$ cat config.mk
export PLATFORM = sky130hd
export DESIGN_NAME = aslf_lane_framer
export DESIGN_NICKNAME = d
export VERILOG_FILES = /design/src/hdl/aslf_lane_framer.v /design/src/hdl/aslf_lat_delay.v
export VERILOG_INCLUDE_DIRS = /design/src /design/src/shared
export SDC_FILE = /design/constraint.sdc
export NUM_CORES = 1
export LEC_CHECK = 0
export BUFFER_PORTS_ARGS = -buffer_cell sky130_fd_sc_hd__buf_2
export CAP_MARGIN = 30
export CORE_ASPECT_RATIO = 0.8
export CORE_MARGIN = 2
export CORE_UTILIZATION = 30
export DETAILED_ROUTE_END_ITERATION = 8
export PLACE_DENSITY = 0.63
export SYNTH_ARGS = -nofsm -noshare
export SYNTH_HDL_FRONTEND = slang
export SYNTH_SLANG_ARGS = --single-unit
$ cat constraint.sdc
create_clock -name clk_sys_i -period 1.42 [get_ports clk_sys_i]
set_clock_uncertainty 0.1 [all_clocks]
set_input_delay 0.071 -clock clk_sys_i [delete_from_list [all_inputs] [get_ports clk_sys_i]]
set_output_delay 0.071 -clock clk_sys_i [all_outputs]
set_load 0.01 [all_outputs]
$ cat src/shared/aslf_defs.vh
// Constants for the converter serial lane framer.
`ifndef ASLF_DEFS_VH
`define ASLF_DEFS_VH
`define ASLF_RES_W 14
`define ASLF_WORD_W 16
`define ASLF_PAD 2'h0
`define ASLF_K28_5 8'hBC
`define ASLF_CLK_PERIOD_NS 10
`define ASLF_LAG_PS 10500
`define ASLF_LAG_CYC (((`ASLF_LAG_PS) + (`ASLF_CLK_PERIOD_NS * 1000) - 1) / (`ASLF_CLK_PERIOD_NS * 1000))
`define ASLF_ACT_LAT 9
`define ASLF_DEACT_LAT 8
`define ASLF_FIXED_STAGES 2
`define ASLF_LAT_W 4
`define ASLF_ONE 4'h1
`define ASLF_ZERO 4'h0
`endif

$ cat src/hdl/aslf_lane_framer.v
// Serial lane framer for a 14-bit converter output.
// Behaviour
// RULE_01 - Pad 14-bit result with four low zeros; the code pads two (ASLF_PAD 2'h0, 16-bit word).
// RULE_02 - Upper octet high bits, lower octet plus zeros.
// RULE_03 - Single lane serial octets, or dual lanes.
// RULE_04 - Single-lane mode is the reset default.
// RULE_05 - Receiver pulls request low for realignment.
// RULE_06 - Send K28.5 while request is asserted.
// RULE_07 - K28.5 starts nine clocks after falling edge.
// RULE_08 - Request latched on lagging internal clock.
// RULE_09 - Data resumes eight clocks after rising edge.
// RULE_10 - Dual lane: upper on lane one, lower lane two.
`timescale 1ns/1ps
`include "aslf_defs.vh"
module aslf_lane_framer (
  input wire clk_sys_i,
  input wire reset_i,
  input wire [`ASLF_RES_W-1:0] sample_i,
  input wire dual_lane_i,
  input wire sync_n_i,
  output reg [7:0] lane0_data_o,
  output reg lane0_k_o,
  output reg [7:0] lane1_data_o,
  output reg lane1_k_o,
  output reg lane1_valid_o,
  output reg octet_phase_o
);
  reg [`ASLF_WORD_W-1:0] word_q;
  reg dual_q;
  reg phase_q;
  reg busy_q;
  reg sync_q;
  reg sending_k_q;
  reg [`ASLF_LAT_W-1:0] cnt_q;
  wire sync_lat;
  wire [`ASLF_WORD_W-1:0] word_d;
  wire [7:0] hi_octet;
  wire [7:0] lo_octet;
  localparam [31:0] ACT_LOAD = `ASLF_ACT_LAT - `ASLF_LAG_CYC - `ASLF_FIXED_STAGES;
  localparam [31:0] DEACT_LOAD = `ASLF_DEACT_LAT - `ASLF_LAG_CYC - `ASLF_FIXED_STAGES;

  function [`ASLF_LAT_W-1:0] lat_dec;
    input [`ASLF_LAT_W-1:0] v;
    begin
      lat_dec = (v == `ASLF_ZERO) ? `ASLF_ZERO : v - `ASLF_ONE;
    end
  endfunction

  // Pads the result to the 16-bit word with zero bits below the LSB.
  assign word_d = {sample_i, `ASLF_PAD}; // see RULE_01
  assign hi_octet = word_q[`ASLF_WORD_W-1:8]; // see RULE_02
  assign lo_octet = word_q[7:0]; // see RULE_02

  // Models the lagging internal latch clock as a whole-cycle delay.
  aslf_lat_delay #(
    .DEPTH(`ASLF_LAG_CYC)
  ) u_lag (
    .clk_sys_i(clk_sys_i),
    .reset_i(reset_i),
    .d_i(~sync_n_i),
    .init_i(reset_i),
    .q_o(sync_lat)
  ); // see RULE_08

  // Counts latency from a detected request edge to the output switch.
  always @(posedge clk_sys_i) begin
    if (reset_i) begin
      dual_q <= 1'b0; // see RULE_04
      word_q <= {`ASLF_WORD_W{1'b0}};
      phase_q <= 1'b0;
      sync_q <= 1'b0;
      sending_k_q <= 1'b0;
      cnt_q <= `ASLF_ZERO;
      busy_q <= 1'b0;
    end else begin
      dual_q <= dual_lane_i;
      phase_q <= dual_q ? 1'b0 : ~phase_q; // see RULE_03
      if (dual_q || phase_q) begin
        word_q <= word_d;
      end
      if (sync_lat != sync_q) begin
        // A new edge restarts the count; the load leaves room for the lag and output stage.
        sync_q <= sync_lat;
        cnt_q <= sync_lat ? ACT_LOAD[`ASLF_LAT_W-1:0]
                          : DEACT_LOAD[`ASLF_LAT_W-1:0]; // see RULE_07 see RULE_09
        busy_q <= 1'b1;
      end else if (busy_q) begin
        cnt_q <= lat_dec(cnt_q);
        if (cnt_q == `ASLF_ZERO) begin
          sending_k_q <= sync_q; // see RULE_06
          busy_q <= 1'b0;
        end
      end
    end
  end

  // Drives octets or K28.5 on the lanes.
  always @(posedge clk_sys_i) begin
    if (reset_i) begin
      lane0_data_o <= 8'h00;
      lane0_k_o <= 1'b0;
      lane1_data_o <= 8'h00;
      lane1_k_o <= 1'b0;
      lane1_valid_o <= 1'b0;
      octet_phase_o <= 1'b0;
    end else begin
      lane1_valid_o <= dual_q;
      octet_phase_o <= phase_q;
      if (sending_k_q) begin
        lane0_data_o <= `ASLF_K28_5; // see RULE_06
        lane0_k_o <= 1'b1;
        lane1_data_o <= dual_q ? `ASLF_K28_5 : 8'h00;
        lane1_k_o <= dual_q;
      end else if (dual_q) begin
        lane0_data_o <= hi_octet; // see RULE_10
        lane0_k_o <= 1'b0;
        lane1_data_o <= lo_octet; // see RULE_10
        lane1_k_o <= 1'b0;
      end else begin
        lane0_data_o <= phase_q ? lo_octet : hi_octet; // see RULE_03
        lane0_k_o <= 1'b0;
        lane1_data_o <= 8'h00;
        lane1_k_o <= 1'b0;
      end
    end
  end
endmodule

$ cat src/hdl/aslf_lat_delay.v
// Delay line that holds a level for a fixed number of clocks.
`timescale 1ns/1ps
module aslf_lat_delay #(
  parameter DEPTH = 2
) (
  input wire clk_sys_i,
  input wire reset_i,
  input wire d_i,
  input wire init_i,
  output wire q_o
);
  reg [DEPTH-1:0] pipe_q;
  // Shifts the level one stage each clock; reset loads the idle level.
  always @(posedge clk_sys_i) begin
    if (reset_i) begin
      pipe_q <= {DEPTH{1'b0}};
    end else begin
      pipe_q <= {pipe_q[DEPTH-2:0], d_i};
    end
  end
  assign q_o = init_i ? 1'b0 : pipe_q[DEPTH-1];
endmodule

==> summary.md, run 1 <==
| Metric | Value |
|---|---|
| Status | `finished, final reports clean` |
| Syn avg cell area | `8.83 um2` |
| Final period util | `0.959` |
| Layout area overhead | `36.6%` |
| Tmin final | `1360 ps` |
| Max Fclk | `734 MHz` |
| Synth cell count leaders | `dfxtp_1 (43), nand2_1 (41), nor2_1 (17)` |
| Most numerous cell in the Yosys netlist | `dfxtp_1` |
| Quantity of I/O buffers inserted on ports | `35` |
| Crit end category | `register` |
| ANT nets after route | `0` |
| Post-synthesis cell area | `0.00152 mm2` |
| Vias in the first global route | `1209` |
| Filler cell count | `494` |
| Reg2Reg Depth | `5` |
| # diodes | `0` |
| Max Cap Viol | `0` |
| FF-to-FF End | `cnt_q[1]` |
| Largest net degree at the start of global routing | `23` |
| Hold Startpoint | `reset_i` |
| WS Path Type | `register to register` |
| Top-area cell type share of the netlist area | `0.567` |
| Hold path depth | `2` |
| Avg WL per Cell | `11.7 um` |
| RD Place Congestion | `0.745` |
| Drt pass-1 iters | `4` |
| WHS | `13.8 ps` |
| Top FF cell, synth | `dfxtp_1` |
| Final setup fails | `0` |
| Yosys reg bits | `43` |
| Post-synth ARST share | `0` |
| Slowest cell on crit path | `or3b_4` |
| Core Rows | `23` |
| Starting Density | `0.307` |
| Layout cells sized above 1 | `0.280` |
| WL final | `3440 um` |
| CP top delay family | `simple AND/OR/NAND/NOR gates` |
| Die ar. | `0.00565 mm2` |
| CTS tree | `done` |
| Overall Global Routing Usage | `0.134` |
| Register-to-register setup slack | `60 ps` |
| Power Dens Cells | `1130 mW/mm2` |
| GRT overflow | `0` |
| Crit path buf inv count | `1` |
| Critical path startpoint category | `register` |
| Cell variety after synth | `31` |
| Hold EP | `word_q[7]` |
| Pre-CTS WS | `-58.9 ps` |
| CP arrival | `1450 ps` |
| Register area share after synthesis | `0.567` |
| CTS max path bufs | `2` |
| Via-to-Cell Ratio | `4.41` |
| Final Slew Violations | `0` |
| Mapped Cells | `172` |
| Die X | `83.6 um` |
| RSZ-0062 raised after global routing | `no` |
| Yosys warns | `0` |
| Num CTS Buffers | `5` |
| # IOs | `38` |
| Vias | `1298` |
| Final nets | `250` |
| Post-synth top area cell | `dfxtp_1` |
| Clk sinks | `43` |
| Crit path required time | `1510 ps` |
| Crit path from | `cnt_q[1]` |
| Leak | `0.889 nW` |
| First-pass GRT wire length | `5730 um` |
| First DRT Iteration DRCs | `73` |
| Total negative setup slack | `0 ps` |
| Dpl hpwl | `2350 um` |
| Core area | `0.00495 mm2` |
| Maximum vdd ir drop | `0.000411 V` |
| Post-synth EDFFs | `0` |
| Antenna violations before repair | `0` |
| DRC Markers | `0` |
| PnR worst setup slack | `58.5 ps` |
| Clock latency on the worst-skew pair | `300 ps` |
| Hold Vio Cnt, Final | `0` |
| Worst stage delay on the critical path | `400 ps` |
| Root Driver | `clkbuf_8` |
| RR Startpoint | `cnt_q[1]` |
| Clk slew on worst S/H paths | `80 ps` |
| Die extent in y | `67.6 um` |
| Type of the tightest min-delay check | `primary input to register` |
| Worst Path Max Fanout | `4` |
| CP cell instances | `inv_2 -> ha_4 -> or3b_4 -> a2bb2oi_2 -> nor3_1` |
| H-tree depth | `2` |
| Top cells by area, synth | `dfxtp_1 (57%), nand2_1 (10%), a21oi_1 (4.9%)` |
where the power goes:
group	leakage (nW)	switching (mW)	internal, mW	total [mW]
Sequential	0.352	0.0360	1.26	1.30
Clock	0.0412	0.420	0.344	0.764
Combinational	0.496	0.134	0.143	0.277
logic make-up after synthesis:
| logic type | synth area share |
|---|---|
| adders and majority gates | 0.00824 |
| buffers and inverters | 0.0437 |
| DFF | 0.567 |
| muxes | 0.0132 |
| and+or+nand+nor | 0.269 |
| other | 0.00247 |
| AOI/OAI and AO/OA | 0.0964 |
state kept, by name, indices dropped and copies added, names as in the netlist:
register / cells
sync_q: 1
lane1_k_o: 1
lane0_data_o: 8
lane1_data_o: 6
phase_q: 1
u_lag.pipe_q: 2
octet_phase_o: 1
sending_k_q: 1
busy_q: 1
cnt_q: 4
lane0_k_o: 1
word_q: 14
lane1_valid_o: 1
dual_q: 1
routing by layer:
layer	routed length (um)	global-route usage	up-vias
li1	-	-	673
met5	0	0	-
met1	1720	0.177	572
met3	173	0.0379	11
met2	1420	0.192	42
met4	129	0.0927	0
how the worst max path moves through the flow:
stage | end | slack [ps] | cells after the start
2_1_floorplan | sending_k_q | 10 | 5
3_3_place_gp | cnt_q[1] | -4 | 5
3_5_place_dp | cnt_q[1] | -60 | 5
4_1_cts | sending_k_q | 20 | 5
5_1_grt | cnt_q[1] | 0.7 | 5
6_report | cnt_q[1] | 60 | 5
through the flow:
stage	utilization	cell area [um2]	total power [mW]	instances
2_1_floorplan	-	1520	1.46	173
4_1_cts	0.414	2050	2.35	291
5_1_grt	0.419	2070	2.46	294
6_report	0.419	2070	2.34	294
3_3_place_gp	0.360	1780	1.55	267
3_5_place_dp	0.360	1780	1.55	267
layout by cell type (no fill, tap or decap), types with 5 or more instances in the layout:
cell type,synthesis,routed
a21oi_1,15,15
a31oi_1,8,8
buf_2,2,35
buf_4,2,11
clkbuf_8,0,5
dfxtp_1,43,42
dlygate4sd3_1,0,16
nand2_1,41,41
nor2_1,17,17
nor2b_1,5,5
cell type report:
class | instances | area (um2) | area share
Sequential cell | 43 | 862 | 0.416
Multi-Input combinational cell | 115 | 617 | 0.297
Timing Repair Buffer | 62 | 418 | 0.201
Tap cell | 62 | 77.6 | 0.0374
Clock buffer | 6 | 72.6 | 0.0350
Inverter | 4 | 15.0 | 0.00724
Clock inverter | 2 | 12.5 | 0.00603
timing repair:
item                                    4_1_cts  5_1_grt
gates resized for setup                       6        1
hold buffers                                 16        0
hold endpoints to repair                     16        0
buffers inserted                              0        3
endpoints found under the setup margin        3        3
pin swaps                                     0        4
(Power assumes the default switching activity.)
==> run 2: changes to the inputs <==
ABC_AREA = 1   (was default)
==> summary.md, run 2 <==
| Metric | Value |
|---|---|
| Status | `finished, final reports clean` |
| # diodes | `0 (unchanged)` |
| Drt pass-1 iters | `4 (unchanged)` |
| Cell Area, Placed | `0.00181 mm2 (+1.6%)` |
| Via-to-Cell Ratio | `4.18 (-5.3%)` |
| Largest net degree at the start of global routing | `15 (-35%)` |
| Die X | `84.7 um (+1.3%)` |
| Clock latency on the worst-skew pair | `300 ps (about the same)` |
| Final Slew Violations | `0 (unchanged)` |
| Post-synth top area cell | `dfxtp_1` |
| Core Rows | `23 (unchanged)` |
| GRT overflow | `0 (unchanged)` |
| First-pass GRT wire length | `5350 um (-6.7%)` |
| First DRT Iteration DRCs | `93 (+27%)` |
| CTS tree | `done` |
| Final setup fails | `0 (unchanged)` |
| Final nets | `269 (+7.6%)` |
| Register area share after synthesis | `0.551 (-0.0154)` |
| Overall Global Routing Usage | `0.123 (-0.0115)` |
| Post-synth ARST share | `0 (unchanged)` |
| Yosys warns | `0 (unchanged)` |
| Biggest regs | `word_q: 14 flops, lane0_data_o: 8 flops, lane1_data_o: 6 flops` |
| ANT nets after route | `0 (unchanged)` |
| Quantity of I/O buffers inserted on ports | `35 (unchanged)` |
| Num CTS Buffers | `5 (unchanged)` |
| Final period util | `0.905 (-0.0535)` |
| Root Driver | `clkbuf_8` |
| Dpl hpwl | `2370 um (+0.92%)` |
| Layout cells sized above 1 | `0.239 (-0.0411)` |
| Clk sinks | `43 (unchanged)` |
| Layout area overhead | `33.9%` |
| Total negative setup slack | `0 ps (unchanged)` |
| RD Place Congestion | `0.729 (-2.2%)` |
| Yosys reg bits | `43 (unchanged)` |
| PnR Total Power | `2.63 mW (+13%)` |
| CP arrival | `1430 ps (-20 ps)` |
| Post-synth EDFFs | `0 (unchanged)` |
| Critical path startpoint category | `register` |
| Post-synthesis cell area | `0.00156 mm2 (+2.8%)` |
| Post-route cell area | `0.00209 mm2 (+0.78%)` |
| Max Fclk | `778 MHz (+5.9%)` |
| # IOs | `38 (unchanged)` |
| Max Cap Viol | `0 (unchanged)` |
| Most frequent cells in the layout | `dfxtp_1 (43), buf_2 (35), nor2_1 (30)` |
| WS Path Type | `register to register` |
| WL final | `3250 um (-5.6%)` |
| # resized after CTS | `0 (-6)` |
| Filler cell count | `512 (+3.6%)` |
| H-tree depth | `2 (unchanged)` |
| Crit end category | `register` |
| Vias in the first global route | `1197 (-0.99%)` |
| Cell variety after synth | `24 (-23%)` |
| Hold Vio Cnt, Final | `0 (unchanged)` |
| Mapped Cells | `194 (+13%)` |
| RSZ-0062 raised after global routing | `no` |
| Maximum vdd ir drop | `0.000473 V (+15%)` |
| Core area | `0.00501 mm2 (+1.2%)` |
| Power Dens Cells | `1260 mW/mm2 (+12%)` |
| Die extent in y | `68.5 um (+1.3%)` |
| Most flops, register | `word_q` |
| Avg WL per Cell | `10.4 um (-11%)` |
| Starting Density | `0.312 (+0.00497)` |
| Antenna violations before repair | `0 (unchanged)` |
| Tmin final | `1290 ps (-75.9 ps)` |
| Most numerous cell in the Yosys netlist | `dfxtp_1` |
| DRC Markers | `0 (unchanged)` |
| Vias | `1309 (+0.85%)` |
| Type of the tightest min-delay check | `primary input to register` |
| Leak | `1.00 nW (+13%)` |
| Syn avg cell area | `8.05 um2 (-8.9%)` |
| Max reg flops | `14 (unchanged)` |
| Die ar. | `0.00580 mm2 (+2.6%)` |
| Top FF cell, synth | `dfxtp_1` |
| Synth cell count leaders | `dfxtp_1 (43), nor2_1 (30), inv_1 (28)` |
| Clk slew on worst S/H paths | `80 ps (about the same)` |
| Worst Path Max Fanout | `4 (unchanged)` |
| CTS max path bufs | `2 (unchanged)` |
| Top-area cell type share of the netlist area | `0.551 (-0.0154)` |
| Crit path required time | `1560 ps (+50 ps)` |
| Top cells by area, synth | `dfxtp_1 (55%), o21ai_0 (7.4%), nor2_1 (7.2%)` |
| Commonest non-fill, non-tap cell in the layout | `dfxtp_1` |
==> run 2: cell types whose count changed in the layout (fill, tap and decap cells not counted), sizes merged, moves of 6 or more <==
| cell | before | now |
|---|---|---|
| o21ai | 1 | 23 |
| nand3 | 0 | 10 |
| nor2b | 6 | 0 |
| buf | 46 | 40 |
| a31oi | 8 | 0 |
| inv | 4 | 32 |
| nor2 | 17 | 33 |
| nand2 | 43 | 21 |
==> run 2: metal layers <==
metal  routed length (um)  GRT usage  part of all wire  vias to the layer above
met5                    0          0                 0                        -
met4                   55     0.0595             0.017                        0
met3                  185     0.0452             0.057                        6
met2                 1420      0.190              0.44                       31
met1                 1590      0.154              0.49                      558
li1                     -          -                 -                      714
==> run 2: through the flow <==
stage / std cells / hold slack (ps) / worst slack [ps] / utilization
after floorplan: 195 / 37.7 / 240 / -
after global placement: 289 / 122 / 202 / 0.362
after detailed placement: 289 / 123 / 137 / 0.362
after CTS: 313 / 12.5 / 127 / 0.418
after global routing: 313 / 32.6 / 14.6 / 0.418
final: 313 / 16.6 / 134 / 0.418
==> run 2: cell type report <==
| cell class | count | area (um2) | share of cell area |
|---|---|---|---|
| Clock buffer | 6 | 82.6 | 0.0395 |
| Clock inverter | 2 | 35.0 | 0.0168 |
| Inverter | 32 | 120 | 0.0575 |
| Multi-Input combinational cell | 112 | 542 | 0.259 |
| Sequential cell | 43 | 861 | 0.412 |
| Tap cell | 62 | 77.6 | 0.0371 |
| Timing Repair Buffer | 56 | 373 | 0.178 |
==> run 2: what timing repair did <==
action | in CTS | in global routing
hold endpoints to repair | 16 | 0
hold buffers | 16 | 0
buffers inserted | 0 | 0
==> run 2: cell families after synthesis <==
logic type | after synthesis | synth area share
AO/OA/AOI/OAI | 42 | 0.139
adder cells (fa/ha/maj) | 1 | 0.00801
buffers and inverters | 40 | 0.104
flip-flops | 43 | 0.551
other | 1 | 0.00240
AND/OR/NAND/NOR | 67 | 0.196
==> run 2: power by group <==
part / internal [mW] / total [mW] / leakage, nW / switching (mW)
registers: 1.28 / 1.31 / 0.353 / 0.0299
logic: 0.143 / 0.332 / 0.587 / 0.190
clock network: 0.569 / 0.985 / 0.0612 / 0.416
total: 2.00 / 2.63 / 1.00 / 0.636
==> run 2: worst paths after layout <==
| check | start | endpoint | slack (ps) | cells past startpoint |
|---|---|---|---|---|
| setup / recovery | cnt_q[0] | cnt_q[1] | 130 | 7 |
| hold / removal | reset_i | word_q[14] | 20 | 4 |
| setup reg to reg | cnt_q[0] | cnt_q[1] | 130 | 7 |
| hold reg to reg | u_lag.pipe_q[0] | u_lag.pipe_q[1] | 300 | 2 |
==> run 2: worst max-delay path, stage by stage, from the launching register on <==
cell and delay [ps]:
dfxtp_1 320, inv_1 80, ha_1 240, nand3_2 110, inv_1 70, nor2_1 90
nand3_1 90, a21oi_2 130
